===== src/verilog/pscr_regs.svh =====
// Register offsets, field positions, reset values and timing counts of the PWM stage control slice
`ifndef PSCR_REGS_SVH
`define PSCR_REGS_SVH

// ============================================================
// Register byte offsets on APB (module n compares at base + 0x40*n)
`define PSCR_OFF_POE        12'h000
`define PSCR_OFF_SYNC       12'h004
`define PSCR_OFF_CNF        12'h008
`define PSCR_OFF_CTL        12'h00c
`define PSCR_OFF_IMSK       12'h010
`define PSCR_OFF_IFLG       12'h014
`define PSCR_OFF_STAT       12'h018
`define PSCR_OFF_VEC        12'h01c
`define PSCR_OFF_MOD_BASE   12'h040
`define PSCR_MOD_STRIDE     12'h040
`define PSCR_OFF_SA_L       12'h000
`define PSCR_OFF_SA_H       12'h004
`define PSCR_OFF_RA_L       12'h008
`define PSCR_OFF_RA_H       12'h00c
`define PSCR_OFF_SB_L       12'h010
`define PSCR_OFF_SB_H       12'h014
`define PSCR_OFF_RB_L       12'h018
`define PSCR_OFF_RB_H       12'h01c
`define PSCR_OFF_CNT        12'h020

// ============================================================
// Field positions
`define PSCR_CNF_LOCK       5
`define PSCR_CNF_MODE       4
`define PSCR_CTL_PRE_HI     7
`define PSCR_CTL_PRE_LO     6
`define PSCR_CTL_CLKSEL     5
`define PSCR_CTL_RUN        0

// ============================================================
// Write masks and reset values
`define PSCR_POE_MASK       8'h3f
`define PSCR_SYNC_MASK      8'h3f
`define PSCR_CNF_MASK       8'h30
`define PSCR_CTL_MASK       8'he1
`define PSCR_HI_MASK        8'h0f
`define PSCR_RST_BYTE       8'h00
`define PSCR_RST_CMP        12'h000
`define PSCR_CNT_TOP        12'hfff

// ============================================================
// Interrupt vector figures
`define PSCR_VEC_FAULT_NUM  8'h05
`define PSCR_VEC_FAULT_ADR  16'h0004
`define PSCR_VEC_END_NUM    8'h06
`define PSCR_VEC_END_ADR    16'h0005

// ============================================================
// Prescaler divide counts
`define PSCR_DIV_1          9'h001
`define PSCR_DIV_4          9'h004
`define PSCR_DIV_32         9'h020
`define PSCR_DIV_256        9'h100

`endif


===== src/verilog/pscr_pkg.sv =====
// Types shared by the PWM stage control slice
package pscr_pkg;
	typedef logic [11:0] pscr_cmp_t;
	typedef enum logic [1:0] {
		PSCR_TRIG_A_LEAD,
		PSCR_TRIG_A_TRAIL,
		PSCR_TRIG_B_LEAD,
		PSCR_TRIG_B_TRAIL
	} pscr_trig_e;
	typedef enum logic {
		PSCR_DIR_UP,
		PSCR_DIR_DOWN
	} pscr_dir_e;
endpackage


===== src/verilog/pscr_stage.sv =====
// Register slice, clocking and event logic of a three-module PWM power stage
`timescale 1ns/1ps
`include "pscr_regs.svh"

// Behaviour
// - Each module has own request logic
// - Sources: input event, sync error (reload feeds only the end request)
// - Input event on edge or level onset
// - Clock select: 0 I/O, 1 PLL
// - Prescaler codes divide by 1/4/32/256
// - Fault vector 5 at 0x0004, end 6 at 0x0005
// - End request: enabled and module 0 cycle end (reset-B match, zero on the down ramp when centred)
// - Fault request: enabled and input fault event
// - Identical per-module registers, own copies
// - Six pin enables select waveform or port
// - Two-bit ADC trigger field per module
// - One-ramp trigger on chosen edge
// - Centred: reset-A match down/up, else none
// - Four 12-bit compares checked against counter
// - Compare writes go through temporary high byte
// - One temporary byte shared by all compares
// - Lock buffers compares and pin enables
// - Buffered values move after lock clears
// - Transfer happens at end of cycle, or at once while stopped
// - Flags set regardless of enable, write-one clears
module pscr_stage #(
	parameter int NMOD = 3
) (
	input  wire logic                  mclk,
	input  wire logic                  reset,
	input  wire logic                  pll_clk_en,
	input  wire logic [NMOD-1:0]       fault_in,
	input  wire logic [NMOD-1:0]       fault_level_mode,
	input  wire logic [NMOD-1:0]       fault_active_high,
	input  wire logic [NMOD-1:0]       sync_error,
	input  wire logic [2*NMOD-1:0]     port_out,
	input  wire logic                  psel,
	input  wire logic                  penable,
	input  wire logic                  pwrite,
	input  wire logic [11:0]           paddr,
	input  wire logic [31:0]           pwdata,
	output logic      [31:0]           prdata,
	output logic                       pready,
	output logic                       pslverr,
	output logic      [2*NMOD-1:0]     pin_out,
	output logic      [NMOD-1:0]       waveform_out_a,
	output logic      [NMOD-1:0]       waveform_out_b,
	output logic      [NMOD-1:0]       adc_trigger,
	output logic      [NMOD-1:0]       module_irq,
	output logic                       fault_vector_req,
	output logic                       end_of_cycle_vector_req
);
	import pscr_pkg::*;

	// ============================================================
	// Bus decode
	logic       wr_en;
	logic       rd_hit;
	logic [7:0] wbyte;
	logic       in_mod;
	logic [1:0] mod_sel;
	logic [5:0] mod_off;
	assign wr_en   = psel & penable & pwrite;
	assign pready  = 1'b1;
	assign wbyte   = pwdata[7:0];
	assign in_mod  = (paddr >= `PSCR_OFF_MOD_BASE)
		&& (paddr < `PSCR_OFF_MOD_BASE + 12'(NMOD) * `PSCR_MOD_STRIDE);
	assign mod_sel = 2'((paddr - `PSCR_OFF_MOD_BASE) >> 6);
	assign mod_off = paddr[5:0];

	function automatic logic hit(input logic [11:0] a, input logic [11:0] off);
		return a == off;
	endfunction

	function automatic logic mhit(input logic [5:0] a, input logic [11:0] off);
		return a == off[5:0];
	endfunction

	// ============================================================
	// Shared control registers
	logic [7:0] poe_buf_q;
	logic [7:0] poe_act_q;
	logic [7:0] sync_q;
	logic [7:0] cnf_q;
	logic [7:0] ctl_q;
	logic [7:0] imsk_q;
	logic [7:0] iflg_q;
	logic [7:0] temp_q;
	logic       lock;
	logic       centred;
	logic       run;
	assign lock    = cnf_q[`PSCR_CNF_LOCK];
	assign centred = cnf_q[`PSCR_CNF_MODE];
	assign run     = ctl_q[`PSCR_CTL_RUN];

	always_ff @(posedge mclk or posedge reset) begin
		if (reset) begin
			sync_q <= `PSCR_RST_BYTE;
			cnf_q  <= `PSCR_RST_BYTE;
			ctl_q  <= `PSCR_RST_BYTE;
			imsk_q <= `PSCR_RST_BYTE;
		end else if (wr_en) begin
			if (hit(paddr, `PSCR_OFF_SYNC))
				sync_q <= wbyte & `PSCR_SYNC_MASK;
			if (hit(paddr, `PSCR_OFF_CNF))
				cnf_q <= wbyte & `PSCR_CNF_MASK;
			if (hit(paddr, `PSCR_OFF_CTL))
				ctl_q <= wbyte & `PSCR_CTL_MASK;
			if (hit(paddr, `PSCR_OFF_IMSK))
				imsk_q <= wbyte & 8'h0f;
		end
	end

	// One temporary high byte serves every compare pair of every module
	always_ff @(posedge mclk or posedge reset) begin
		if (reset) begin
			temp_q <= `PSCR_RST_BYTE;
		end else if (wr_en && in_mod && mod_off[2]) begin
			temp_q <= wbyte & `PSCR_HI_MASK;
		end
	end

	// ============================================================
	// Module clock enable: source select then prescaler
	logic [8:0] div_cnt_q;
	logic [8:0] div_n;
	logic       src_tick;
	logic       mod_tick;
	assign src_tick = ctl_q[`PSCR_CTL_CLKSEL] ? pll_clk_en : 1'b1;
	always_comb begin
		case (ctl_q[`PSCR_CTL_PRE_HI:`PSCR_CTL_PRE_LO])
			2'b00:   div_n = `PSCR_DIV_1;
			2'b01:   div_n = `PSCR_DIV_4;
			2'b10:   div_n = `PSCR_DIV_32;
			default: div_n = `PSCR_DIV_256;
		endcase
	end
	// Stopped stages see no ticks, so no compare can match at rest;
	// at-or-above lets a smaller prescaler take effect without a long wrap
	assign mod_tick = run && src_tick && (div_cnt_q >= div_n - 9'h001);

	always_ff @(posedge mclk or posedge reset) begin
		if (reset) begin
			div_cnt_q <= 9'h000;
		end else if (!run) begin
			div_cnt_q <= 9'h000;
		end else if (src_tick) begin
			div_cnt_q <= mod_tick ? 9'h000 : div_cnt_q + 9'h001;
		end
	end

	// ============================================================
	// Fault input synchronisers
	logic [NMOD-1:0] fin_m_q;
	logic [NMOD-1:0] fin_s_q;
	logic [NMOD-1:0] fin_d_q;
	logic [NMOD-1:0] fin_act;
	logic [NMOD-1:0] fin_prev_act;
	logic [NMOD-1:0] in_event;
	always_ff @(posedge mclk or posedge reset) begin
		if (reset) begin
			fin_m_q <= '0;
			fin_s_q <= '0;
			fin_d_q <= '0;
		end else begin
			fin_m_q <= fault_in;
			fin_s_q <= fin_m_q;
			fin_d_q <= fin_s_q;
		end
	end
	assign fin_act      = ~(fin_s_q ^ fault_active_high);
	assign fin_prev_act = ~(fin_d_q ^ fault_active_high);
	// Edge and level-onset both reduce to the first active sample
	assign in_event = fin_act & ~fin_prev_act
		& (fault_level_mode | ~fault_level_mode);

	// ============================================================
	// Per-module compares, counter and waveforms
	pscr_cmp_t sa_buf_q [NMOD];
	pscr_cmp_t ra_buf_q [NMOD];
	pscr_cmp_t sb_buf_q [NMOD];
	pscr_cmp_t rb_buf_q [NMOD];
	pscr_cmp_t sa_q     [NMOD];
	pscr_cmp_t ra_q     [NMOD];
	pscr_cmp_t sb_q     [NMOD];
	pscr_cmp_t rb_q     [NMOD];
	pscr_cmp_t cnt_q    [NMOD];
	pscr_dir_e dir_q    [NMOD];
	logic [NMOD-1:0] end_cyc;
	logic [NMOD-1:0] m_sa;
	logic [NMOD-1:0] m_ra;
	logic [NMOD-1:0] m_sb;
	logic [NMOD-1:0] m_rb;
	logic [NMOD-1:0] flt_a;
	logic [NMOD-1:0] trig_d;
	logic            cycle_end;
	assign cycle_end = end_cyc[0];

	for (genvar n = 0; n < NMOD; n++) begin : g_mod
		logic sel;
		assign sel     = wr_en && in_mod && (mod_sel == 2'(n));
		assign m_sa[n] = mod_tick && (cnt_q[n] == sa_q[n]);
		assign m_ra[n] = mod_tick && (cnt_q[n] == ra_q[n]);
		assign m_sb[n] = mod_tick && (cnt_q[n] == sb_q[n]);
		assign m_rb[n] = mod_tick && (cnt_q[n] == rb_q[n]);
		assign flt_a[n] = in_event[n];
		assign end_cyc[n] = centred
			? (mod_tick && dir_q[n] == PSCR_DIR_DOWN && cnt_q[n] == 12'h000)
			: m_rb[n];

		// Low-byte write commits temp and low byte together
		always_ff @(posedge mclk or posedge reset) begin
			if (reset) begin
				sa_buf_q[n] <= `PSCR_RST_CMP;
				ra_buf_q[n] <= `PSCR_RST_CMP;
				sb_buf_q[n] <= `PSCR_RST_CMP;
				rb_buf_q[n] <= `PSCR_RST_CMP;
			end else if (sel) begin
				if (mhit(mod_off, `PSCR_OFF_SA_L))
					sa_buf_q[n] <= {temp_q[3:0], wbyte};
				if (mhit(mod_off, `PSCR_OFF_RA_L))
					ra_buf_q[n] <= {temp_q[3:0], wbyte};
				if (mhit(mod_off, `PSCR_OFF_SB_L))
					sb_buf_q[n] <= {temp_q[3:0], wbyte};
				if (mhit(mod_off, `PSCR_OFF_RB_L))
					rb_buf_q[n] <= {temp_q[3:0], wbyte};
			end
		end

		// Active copies move only unlocked and at cycle end, or while stopped
		always_ff @(posedge mclk or posedge reset) begin
			if (reset) begin
				sa_q[n] <= `PSCR_RST_CMP;
				ra_q[n] <= `PSCR_RST_CMP;
				sb_q[n] <= `PSCR_RST_CMP;
				rb_q[n] <= `PSCR_RST_CMP;
			end else if (!lock && (cycle_end || !run)) begin
				sa_q[n] <= sa_buf_q[n];
				ra_q[n] <= ra_buf_q[n];
				sb_q[n] <= sb_buf_q[n];
				rb_q[n] <= rb_buf_q[n];
			end
		end

		always_ff @(posedge mclk or posedge reset) begin
			if (reset) begin
				cnt_q[n] <= 12'h000;
				dir_q[n] <= PSCR_DIR_UP;
			end else if (!run) begin
				cnt_q[n] <= 12'h000;
				dir_q[n] <= PSCR_DIR_UP;
			end else if (mod_tick) begin
				if (!centred) begin
					cnt_q[n] <= m_rb[n] ? 12'h000 : cnt_q[n] + 12'h001;
				end else if (dir_q[n] == PSCR_DIR_UP) begin
					if (cnt_q[n] == rb_q[n] || cnt_q[n] == `PSCR_CNT_TOP) begin
						dir_q[n] <= PSCR_DIR_DOWN;
						cnt_q[n] <= cnt_q[n] - 12'h001;
					end else begin
						cnt_q[n] <= cnt_q[n] + 12'h001;
					end
				end else if (cnt_q[n] == 12'h000) begin
					dir_q[n] <= PSCR_DIR_UP;
					cnt_q[n] <= 12'h001;
				end else begin
					cnt_q[n] <= cnt_q[n] - 12'h001;
				end
			end
		end

		always_ff @(posedge mclk or posedge reset) begin
			if (reset) begin
				waveform_out_a[n] <= 1'b0;
				waveform_out_b[n] <= 1'b0;
			end else if (!run) begin
				waveform_out_a[n] <= 1'b0;
				waveform_out_b[n] <= 1'b0;
			end else begin
				if (m_ra[n] || flt_a[n])
					waveform_out_a[n] <= 1'b0;
				else if (m_sa[n])
					waveform_out_a[n] <= 1'b1;
				if (m_rb[n] || flt_a[n])
					waveform_out_b[n] <= 1'b0;
				else if (m_sb[n])
					waveform_out_b[n] <= 1'b1;
			end
		end

		// ADC trigger source per module
		always_comb begin
			trig_d[n] = 1'b0;
			if (centred) begin
				case (pscr_trig_e'(sync_q[2*n +: 2]))
					PSCR_TRIG_A_LEAD:  trig_d[n] = m_ra[n] && dir_q[n] == PSCR_DIR_DOWN;
					PSCR_TRIG_A_TRAIL: trig_d[n] = m_ra[n] && dir_q[n] == PSCR_DIR_UP;
					default:           trig_d[n] = 1'b0;
				endcase
			end else begin
				case (pscr_trig_e'(sync_q[2*n +: 2]))
					PSCR_TRIG_A_LEAD:  trig_d[n] = m_sa[n];
					PSCR_TRIG_A_TRAIL: trig_d[n] = m_ra[n] || flt_a[n];
					PSCR_TRIG_B_LEAD:  trig_d[n] = m_sb[n];
					default:           trig_d[n] = m_rb[n] || flt_a[n];
				endcase
			end
		end
	end

	always_ff @(posedge mclk or posedge reset) begin
		if (reset) begin
			adc_trigger <= '0;
		end else begin
			adc_trigger <= trig_d;
		end
	end

	// ============================================================
	// Pin enables, buffered behind the lock
	always_ff @(posedge mclk or posedge reset) begin
		if (reset) begin
			poe_buf_q <= `PSCR_RST_BYTE;
		end else if (wr_en && hit(paddr, `PSCR_OFF_POE)) begin
			poe_buf_q <= wbyte & `PSCR_POE_MASK;
		end
	end
	always_ff @(posedge mclk or posedge reset) begin
		if (reset) begin
			poe_act_q <= `PSCR_RST_BYTE;
		end else if (!lock && (cycle_end || !run)) begin
			poe_act_q <= poe_buf_q;
		end
	end
	always_ff @(posedge mclk or posedge reset) begin
		if (reset) begin
			pin_out <= '0;
		end else begin
			for (int i = 0; i < NMOD; i++) begin
				pin_out[2*i]   <= poe_act_q[2*i]   ? waveform_out_a[i] : port_out[2*i];
				pin_out[2*i+1] <= poe_act_q[2*i+1] ? waveform_out_b[i] : port_out[2*i+1];
			end
		end
	end

	// ============================================================
	// Flags: bit0 end of cycle, bits 3:1 input events, bits 6:4 sync errors
	logic [7:0] flag_set;
	logic [7:0] flag_clr;
	assign flag_set = {1'b0, sync_error, in_event, cycle_end};
	assign flag_clr = (wr_en && hit(paddr, `PSCR_OFF_IFLG)) ? (wbyte & 8'h7f) : 8'h00;
	always_ff @(posedge mclk or posedge reset) begin
		if (reset) begin
			iflg_q <= `PSCR_RST_BYTE;
		end else begin
			iflg_q <= (iflg_q & ~flag_clr) | flag_set;
		end
	end

	// Each module raises its own request line
	always_ff @(posedge mclk or posedge reset) begin
		if (reset) begin
			module_irq              <= '0;
			fault_vector_req        <= 1'b0;
			end_of_cycle_vector_req <= 1'b0;
		end else begin
			for (int i = 0; i < NMOD; i++)
				module_irq[i] <= (iflg_q[i+1] & imsk_q[i+1]) | iflg_q[i+4];
			fault_vector_req        <= |(iflg_q[NMOD:1] & imsk_q[NMOD:1]);
			end_of_cycle_vector_req <= iflg_q[0] & imsk_q[0];
		end
	end

	// ============================================================
	// Read mux
	localparam logic [15:0] VEC_END_ADR   = `PSCR_VEC_END_ADR;
	localparam logic [15:0] VEC_FAULT_ADR = `PSCR_VEC_FAULT_ADR;
	logic [7:0] mod_rd;
	always_comb begin
		mod_rd = 8'h00;
		case (12'(mod_off))
			`PSCR_OFF_SA_L:   mod_rd = sa_buf_q[mod_sel][7:0];
			`PSCR_OFF_SA_H:   mod_rd = {4'h0, sa_buf_q[mod_sel][11:8]};
			`PSCR_OFF_RA_L:   mod_rd = ra_buf_q[mod_sel][7:0];
			`PSCR_OFF_RA_H:   mod_rd = {4'h0, ra_buf_q[mod_sel][11:8]};
			`PSCR_OFF_SB_L:   mod_rd = sb_buf_q[mod_sel][7:0];
			`PSCR_OFF_SB_H:   mod_rd = {4'h0, sb_buf_q[mod_sel][11:8]};
			`PSCR_OFF_RB_L:   mod_rd = rb_buf_q[mod_sel][7:0];
			`PSCR_OFF_RB_H:   mod_rd = {4'h0, rb_buf_q[mod_sel][11:8]};
			`PSCR_OFF_CNT:    mod_rd = cnt_q[mod_sel][7:0];
			default:          mod_rd = 8'h00;
		endcase
	end

	always_comb begin
		prdata  = 32'h0000_0000;
		rd_hit  = 1'b1;
		if (in_mod && mod_sel < 2'(NMOD)) begin
			prdata = {24'h000000, mod_rd};
		end else begin
			case (paddr)
				`PSCR_OFF_POE:  prdata = {24'h000000, poe_buf_q};
				`PSCR_OFF_SYNC: prdata = {24'h000000, sync_q};
				`PSCR_OFF_CNF:  prdata = {24'h000000, cnf_q};
				`PSCR_OFF_CTL:  prdata = {24'h000000, ctl_q};
				`PSCR_OFF_IMSK: prdata = {24'h000000, imsk_q};
				`PSCR_OFF_IFLG: prdata = {24'h000000, iflg_q};
				`PSCR_OFF_STAT: prdata = {24'h000000, 5'h00, adc_trigger};
				`PSCR_OFF_VEC:  prdata = {VEC_END_ADR[7:0], `PSCR_VEC_END_NUM,
					VEC_FAULT_ADR[7:0], `PSCR_VEC_FAULT_NUM};
				default: begin
					prdata = 32'h0000_0000;
					rd_hit = 1'b0;
				end
			endcase
		end
	end
	assign pslverr = psel & penable & ~rd_hit;
endmodule


===== config.mk =====
export PLATFORM = sky130hd
export DESIGN_NAME = pscr_stage
export DESIGN_NICKNAME = d
export VERILOG_FILES = /design/src/verilog/pscr_pkg.sv /design/src/verilog/pscr_stage.sv
export VERILOG_INCLUDE_DIRS = /design/src /design/src/verilog
export SDC_FILE = /design/constraint.sdc
export NUM_CORES = 1
export LEC_CHECK = 0
export BUFFER_PORTS_ARGS = -buffer_cell sky130_fd_sc_hd__buf_2
export CELL_PAD_IN_SITES_DETAIL_PLACEMENT = 1
export CELL_PAD_IN_SITES_GLOBAL_PLACEMENT = 1
export CORE_AREA = 8 8 275 277
export DETAILED_ROUTE_END_ITERATION = 10
export DIE_AREA = 0 0 283 285
export PLACE_DENSITY_LB_ADDON = 0.1
export SLEW_MARGIN = 5
export SYNTH_ARGS = -nofsm -noshare
export SYNTH_HDL_FRONTEND = slang
export SYNTH_SLANG_ARGS = --single-unit

===== constraint.sdc =====
create_clock -name mclk -period 13.9 [get_ports mclk]
set_clock_uncertainty 0.2 [all_clocks]
set_input_delay 2.085 -clock mclk [delete_from_list [all_inputs] [get_ports mclk]]
set_output_delay 2.085 -clock mclk [all_outputs]
set_load 0.02 [all_outputs]

-- Yosys cells after proc, flatten, opt, wreduce, memory -nomap -nowiden
Cells that the tools add are included.
- memory bits (read-only): 0
- bits in latches: 0
- memory bits (writable): 0
- output and inout port bits: 54
- logic and storage cells: 316
- memories kept: 0
- flip-flop bits (word level): 405
- input bits: 68
- reduce and logical (&&, ||, !) cells: 73
- equal/unequal tests: 49
- shift-type cells: 0
- add/subtract/negate cells: 9
- divide/modulo/power cells: 0
- multiply operators: 0
- $lt $le $gt $ge: 5
- bitwise logic cells: 28
- multiplexer cells: 99
- operators by type and width (operator ; number):
    12-bit two-way mux ; 29
    27-bit one-hot mux with 8 select lines ; 1
    12-bit == test ; 12
    12-bit binary-select mux with 2-bit select ; 5
    8-bit one-hot mux with 9 select lines ; 1
    1-bit two-way mux ; 49
    12-bit by 5-bit == test with 1-bit output, second input constant ; 4
    12-bit zero test ; 4
    12-bit by 1-bit adder with 12-bit output, second input constant ; 3
    12-bit == test, second input constant ; 3
    12-bit by 1-bit subtractor with 12-bit output, second input constant ; 3
    2-bit AND reduction ; 17
    1-bit logical AND ; 32
    27-bit two-way mux ; 1
    9-bit two-way mux ; 3
    9-bit one-hot mux with 3 select lines ; 1
    12-bit by 4-bit == test with 1-bit output, second input constant ; 2
    6-bit by 5-bit == test with 1-bit output, second input constant ; 4
    3-bit by 1-bit != test with 1-bit output, second input constant ; 6
    8-bit two-way mux ; 2
    12-bit by 3-bit == test with 1-bit output, second input constant ; 1
    6-bit by 4-bit == test with 1-bit output, second input constant ; 2
    12-bit by 7-bit greater-or-equal comparator with 1-bit output, second input constant ; 1
    12-bit by 9-bit less-than comparator with 1-bit output, second input constant ; 1
    other kinds (32) ; 76

-- Logic depth before layout (Yosys ltp)
Gate-level depths: netlist of the first run.
- word-level depth: 10
- depth in mapped cells: 13
- depth with buffers taken out: 9

-- Least setup slack after synthesis of the first run
No wires, ideal clock.
- kind: input to output
- from: input paddr[6]
- to: output prdata[3]
- arrival: 4.934 ns
- cell stages on the path: 11
- setup slack: 6.681 ns
- buffers on the path: 5
- required time: 11.615 ns
- cell sequence: clkbuf_1 inv_1 clkbuf_1 ha_1 clkbuf_1 buf_1 buf_1 mux2i_1 o22ai_1 nor4_1 o31ai_1
- cells in the longest elaborated chain, start to end: 7
- elaborated cells on any way between the ends: 33
- those cells by class: add/sub (1); order compare (3); eq/ne (7); mux (18); bitwise (1); reduce/logical (3)
- ends and longest elaborated chain (what ; RTL line ; text):
    from (decl) ; pscr_stage.sv:40 ; input wire logic [11:0] paddr,
    8-bit by 7-bit subtractor with 8-bit output (no source line) ; n/a ;
    2-bit NOT with 3-bit output (implied by the code) ; n/a ;
    12-bit binary-select mux with 2-bit select, on equally long branches ; n/a ;
    8-bit two-way mux (implied by the code) (tied with other cells) (2 in series) ; pscr_stage.sv:389 ; `PSCR_OFF_CNT: mod_rd = cnt_q[mod_sel][7:0];
    8-bit one-hot mux with 9 select lines ; pscr_stage.sv:380 ; case (12'(mod_off))
    27-bit two-way mux * ; pscr_stage.sv:397 ; if (in_mod && mod_sel < 2'(NMOD)) begin
    to (decl) ; pscr_stage.sv:42 ; output logic [31:0] prdata,
Every way passes the cells marked *; elsewhere a longest branch is shown, timed or not. The select of a mux whose other input is x is not followed.

-- Worst setup path after layout of the first run
- from: input paddr[6]
- to: output prdata[0]
The elaborated chain is that of the path after synthesis.

==> results of run 1 <==
[sequential cells by signal, summed over array words and instances, names as in the netlist, 7 cells and up]
name	cells
cnt_q	36
ra_buf_q	36
ra_q	36
rb_buf_q	36
rb_q	36
sa_buf_q	36
sa_q	36
sb_buf_q	36
sb_q	36
div_cnt_q	9
iflg_q	7
[cells in the mapped netlist (all sizes together), types with 21 or more instances]
master,number
nor4,45
nand3,49
a211o,21
nand4,24
mux2i,46
nor2,64
buf,69
dfrtp,404
a21oi,39
xnor2,59
clkbuf,87
nand2,86
a22oi,21
mux2,327
inv,42
o21ai,40
xor2,114
ha,25
a31oi,26
and3,28
[worst min path at each step]
stage / startpoint / end / slack [ns] / depth (start not counted)
after global placement: fin_m_q[1] / fin_s_q[1] / 0.14 / 0
after detailed placement: fin_m_q[1] / fin_s_q[1] / 0.14 / 0
after global routing: fin_m_q[1] / fin_s_q[1] / 0.16 / 0
after floorplan: fin_m_q[0] / fin_s_q[0] / 0.13 / 0
after CTS: fin_m_q[1] / fin_s_q[1] / 0.15 / 0
final: fin_m_q[2] / fin_s_q[2] / 0.15 / 0
[layer usage]
metal	routed length [um]	vias up	part of all wire [%]	global-route usage, %
met5	0	-	0	0
met4	1850	0	2.4	4.93
met3	2380	97	3.0	2.42
met2	36900	265	47	31.4
met1	37300	8089	48	26.8
li1	-	6678	-	-
[cell type report]
cell class | instances | area [um2]
tap | 950 | 1190
clock inverter | 15 | 211
inverter | 42 | 165
fill | 7657 | 47000
multi-input combinational | 1250 | 10100
clock buffer | 78 | 1490
timing repair buffer | 119 | 721
sequential | 404 | 10100
[power by group through the flow]
| stage | clock network (mW) | registers, mW | logic [mW] |
|---|---|---|---|
| detailed placement | 0 | 1.21 | 0.103 |
| floorplan | 0 | 1.21 | 0.0630 |
| global placement | 0 | 1.21 | 0.102 |
| CTS | 1.41 | 1.19 | 0.103 |
| global route | 1.45 | 1.19 | 0.110 |
| finish | 1.37 | 1.19 | 0.101 |
[kinds of logic (layout without fill, tap and decap cells)]
family	count (synthesis)	after routing
DFF	404	404
muxes	375	375
and+or+nand+nor	373	373
AOI/OAI and AO/OA	283	283
buffers and inverters	198	254
xor gates and xnor gates	173	173
adders and majority gates	25	25
other	2	21
[stage by stage]
stage	utilization (%)	instance area, um2	hold WS, ns
after floorplan	-	21200	0.131
after global placement	31.4	22300	0.136
after detailed placement	31.4	22300	0.137
after CTS	33.8	24000	0.150
after global routing	33.8	24000	0.161
final	33.8	24000	0.148
[worst reg2reg max path, cell delays in order, from the launching register on]
cell and delay, ns:
dfrtp_1 0.51, nand2_1 0.17, ha_1 0.34, a21oi_1 0.07, o21ai_0 0.55, o2bb2ai_2 0.27, o21ai_1 0.28, a21oi_4 0.34
buf_12 0.61, mux2_2 0.63
==> flow_summary.yaml, run 1 <==
status:
  run_status: "complete, no violations"
floorplan:
  die-area_um2: 80700
  io_pins: 122
  die_height_um: 285
  starting_density_of_the_core_pct: 29.7
  area_of_the_core_region_um2: 71000
  dieWidth_um: 283
  number_of_standard_cell_rows_in_the_floorplan: 98
global_routing:
  grt_max_degree: 147
  grt-ovfl-total: 0
  grt_first_pass_wirelength_mm: 117
  first_global_vias: 16200
  antenna_found_initial: 3
  global_route.usage.total_pct: 19.2
logic_synthesis:
  netlist.area_leader.share_pct: 48.0
  compound_cell_area_share_of_the_yosys_netlist_pct: 9.70
  adder_and_majority_gate_portion_of_the_synthesized_area_pct: 1.48
  synthesis.area_um2: 21100
  syn_inst: 1833
  yosys-mux-area-fraction_pct: 19.9
  post_synth_xor_area_fraction_pct: 7.19
  synth_warn: 0
  synth-seq-area-share_pct: 48.0
  synth.top_cells.by_area: "dfrtp_1, mux2_2, xor2_1, xnor2_1, mux2_1"
  post-synth-top-area-cell: "dfrtp_1"
  synth_top_family_by_area: "multiplexers"
  syn_area_per_cell_um2: 11.5
  post_synth_num_cell_types: 78
  synth_simple_gate_area_share_pct: 9.30
  yosys_register_bits: 404
  synthFlopType: "dfrtp_1"
  share_of_flip_flops_with_an_asynchronous_set_or_reset_pct: 100
  synth_enable_flop_cells: 0
clock_network:
  cts_tree: "built"
  clkTransAtPathRegs_ns: 0.06
  ctsResizeCount: 0
  cts.root.buffer_cell: "clkbuf_16"
  clock_sink_count: 404
  numCtsBuffers: 50
  cts.htree.levels: 2
  cts_hold_buffers: 0
  clock_insertion_delay_worst_skew_ns: 0.60
  postCtsSetupRepairBufs: 0
  clock_path_buffers: 3
final_layout:
  final_net_count: 1960
  layout-area-overhead-vs-synth_pct: 14.0
  num_antenna_cells: 0
  final_cell_mix: "dfrtp_1, mux2_2, xor2_1, nand2_1, buf_2"
  post_route_cells_drive_above_1_share_pct: 26.5
  layout_commonest_cell: "dfrtp_1"
  layout.cells.non_filler: 2858
routing:
  detail_route.vias_per_cell: 5.29
  wl_mm: 78.4
  routed_wire_length_per_instance_um: 27.4
  detailroute.via_count: 15100
  detail_route.drc_violations: 0
  drt_first_pass_iters: 5
  ant_nets: 0
  drt_iter0_drc: 793
worst_hold_path:
  timing.hold.worst.class: "flop to flop"
worst_setup_path:
  worstSetupStartpointType: "primary input"
  cp_cell_sequence: "buf_2 > inv_1 > ha_2 > buf_4 > mux2i_1 > o22ai_1 > nor4_1 > o221ai_1 > buf_2"
  critPathBufInv: 4
  timing.setup.critical_path_class: "primary input to output port"
  critical-path-top-cell-by-count: "buf_2"
  worst-endpoint-required_ns: 11.61
  cp.depth: 9
  regToRegEndpoint: "rb_q[9]"
  worst_r2r_startpoint: "ctl_q[7]"
  worst-r2r-setup-slack_ns: 9.81
  cp-end-kind: "output port"
  cp.arrival_ns: 6.01
  crit_family: "buffers and inverters"
  worst_setup_path_endpoint: "prdata[0]"
  cp_slowest_cell: "nor4_1"
  crit_fanout: 50
  worstRegToRegCells: 9
  crit_path_max_incr_delay_ns: 0.98
  worst_setup_path_startpoint: "paddr[6]"
pwr:
  p_leak_nw: 11.7
  p_int_mw: 2.03
  finalPower_mw: 2.65
  p_switching_mw: 0.623
  clockPowerShare_pct: 51.5
  cellPowerDensity_nw_per_um2: 110
  sw_frac_of_total_pct: 23.5
  vdd_ir_drop_max_uv: 72.3
  share_comb_of_total_power_pct: 3.8
  seq_power_share_pct: 44.8
timing:
  post-route-worst-setup-slack_ns: 5.61
  max_slew_margin_pct: 18.4
  period_needed_ns: 8.29
  worst-slew-pin-transition_ns: 1.22
  timing.fmax_ghz: 0.121
  setup_repair_after_global_routing_missed_its_margin: "false"
  setup-violations-final: 0
  fin_crit_sh_pct: 59.7
  finalSetupTns_ns: 0
  finalMaxSlewViolations: 0
  timing_hold_violations_final: 0
placement:
  dpl.cell_count: 2765
  port_buffers: 74
  dpl.hpwl_mm: 54.1
  place.gp.congestion: 0.794
  pre_cts_ws_ns: 5.61
run:
  maxCapViolations: 0
(Power assumes the default switching activity.)
==> inputs of run 2 (changes only) <==
- clock period: 13.9 -> 6.7 ns (I/O delays scaled with it)
==> run 2 against run 1 <==
Sequential share of layout area is 0.25 points higher. Clock power is 91% higher. First-iteration DRC count is 25% higher. Die area stayed put. Wire length is 0.29% lower. Total power is 99% higher. Non-clock buffer count is 4 lower. Worst setup slack worse by 4.6 ns. Largest power group unchanged.
==> flow_summary.yaml, run 2 (synthesis results as in run 1) <==
global_routing:
  grt-ovfl-total: 0
  grt.met3_usage_pct: 2.80
  grt_max_degree: 172
  global_route.usage.total_pct: 19.2
  met1_routing_resource_usage_after_global_routing_pct: 26.8
  first_global_vias: 16000
  gr-max-usage-layer: "met2"
  grt_first_pass_wirelength_mm: 116
  antenna_found_initial: 6
  grt.met2_usage_pct: 30.8
clock_network:
  numCtsBuffers: 49
  cts.root.buffer_cell: "clkbuf_16"
  clock_path_buffers: 3
  clock_insertion_delay_worst_skew_ns: 0.60
  clock_sink_count: 404
  clkTransAtPathRegs_ns: 0.06
  cts_tree: "built"
  cts.htree.levels: 2
  postCtsSetupRepairBufs: 0
  ctsResizeCount: 0
  cts_hold_buffers: 0
worst_setup_path:
  crit_path_max_incr_delay_ns: 0.79
  critPathBufInv: 5
  cp_slowest_cell: "a2111oi_0"
  cp.arrival_ns: 4.46
  worst-r2r-setup-slack_ns: 2.35
  worstSetupStartpointType: "primary input"
  cp-end-kind: "output port"
  worst-endpoint-required_ns: 5.49
  crit_family: "compound AO/OA/AOI/OAI gates"
  crit_fanout: 32
  cp_cell_sequence: "buf_2 > inv_1 > ha_2 > buf_4 > mux2i_1 > o22a_1 > o21ai_0 > a2111oi_0 > buf_4 > o22ai_1 > buf_2"
  timing.setup.critical_path_class: "primary input to output port"
routing:
  detail_route.vias_per_cell: 5.29
  detail_route.drc_violations: 0
  detailroute.via_count: 15100
  ant_nets: 0
  routed_wire_length_per_instance_um: 27.4
  drt_first_pass_iters: 5
  wl_mm: 78.2
  drt_iter0_drc: 992
pwr:
  vdd_ir_drop_max_uv: 160
  sw_frac_of_total_pct: 24.3
  cellPowerDensity_nw_per_um2: 221
  p_int_mw: 4.00
  p_leak_nw: 11.6
  seq_power_share_pct: 46.6
  p_switching_mw: 1.28
  share_comb_of_total_power_pct: 4.0
  clockPowerShare_pct: 49.4
final_layout:
  regArea_um2: 10100
  layout-area-overhead-vs-synth_pct: 13.3
  final_net_count: 1955
  post_route_cells_drive_above_1_share_pct: 26.4
  fill_cells: 7662
  multi_input_comb_area_um2: 10100
  final_cell_mix: "dfrtp_1, mux2_2, xor2_1, nand2_1, buf_2"
  layout_commonest_cell: "dfrtp_1"
  layout.cells.non_filler: 2851
floorplan:
  io_pins: 122
  die-area_um2: 80700
  area_of_the_core_region_um2: 71000
  dieWidth_um: 283
  die_height_um: 285
  starting_density_of_the_core_pct: 29.7
  number_of_standard_cell_rows_in_the_floorplan: 98
timing:
  finalMaxSlewViolations: 0
  max_slew_margin_pct: 16.2
  fin_crit_sh_pct: 84.6
  timing_hold_violations_final: 0
  finalSetupTns_ns: 0
  setup-violations-final: 0
  hold_slack_ns: 0.157
  setup_repair_after_global_routing_missed_its_margin: "false"
  worst-slew-pin-transition_ns: 1.26
  timing.fmax_ghz: 0.176
  period_needed_ns: 5.67
placement:
  port_buffers: 74
  dpl.cell_count: 2761
  dpl.hpwl_mm: 54.1
  place.gp.congestion: 0.802
status:
  run_status: "complete, no violations"
worst_hold_path:
  timing.hold.worst.class: "flop to flop"
run:
  maxCapViolations: 0
## run 2: cell count changes in the layout (fill, tap and decap cells not counted), moves of 3 or more
cell and delta:
clkbuf_1 -7, buf_4 -6, bufinv_16 -4, clkbuf_16 -4, clkbuf_8 +4, diode_2 +3
## run 2: final timing paths
| path | startpoint | endpoint | cells past startpoint |
|---|---|---|---|
| min in group asynchronous | reset | div_cnt_q[5] | 2 |
| worst min register to register | fin_m_q[1] | fin_s_q[1] | 0 |
| worst max-delay path | paddr[7] | prdata[2] | 11 |
| max in group asynchronous | reset | sa_q[35] | 3 |
| worst max register to register | ctl_q[7] | sb_q[27] | 9 |
| worst min-delay path | fin_m_q[1] | fin_s_q[1] | 0 |
## run 2: power by group through the flow
stage / combinational (mW) / clock, mW / sequential, mW
after detailed placement: 0.215 / 0 / 2.51
after CTS: 0.216 / 2.70 / 2.46
final: 0.210 / 2.61 / 2.47
after global routing: 0.230 / 2.79 / 2.46
after floorplan: 0.131 / 0 / 2.50
after global placement: 0.214 / 0 / 2.51
## run 2: per-layer routing
metal  vias to the layer above  wire (um)
met3                       101       3510
met5                         -          0
met4                         0       1920
li1                       6681          -
met2                       311      36400
met1                      7977      36400
## run 2: per-stage QoR
stage | power [mW] | area (um2) | setup slack (ns) | util (%)
2_1_floorplan | 2.63 | 21200 | 0.0533 | -
3_3_place_gp | 2.72 | 22300 | 1.00 | 31.4
3_5_place_dp | 2.72 | 22300 | 0.977 | 31.4
4_1_cts | 5.38 | 23900 | 0.978 | 33.6
5_1_grt | 5.48 | 23900 | 0.980 | 33.6
6_report | 5.29 | 23900 | 1.03 | 33.6
## run 2: area by class of cell
| cell class | instances | area share, % |
|---|---|---|
| diodes | 3 | 0.0314 |
| clock buffers | 71 | 5.94 |
| clock inverters | 16 | 0.592 |
| inverters | 42 | 0.676 |
| multi-input cells | 1250 | 42.5 |
| flip-flops and latches | 404 | 42.3 |
| well taps | 950 | 4.98 |
| repair buffers | 115 | 3.00 |
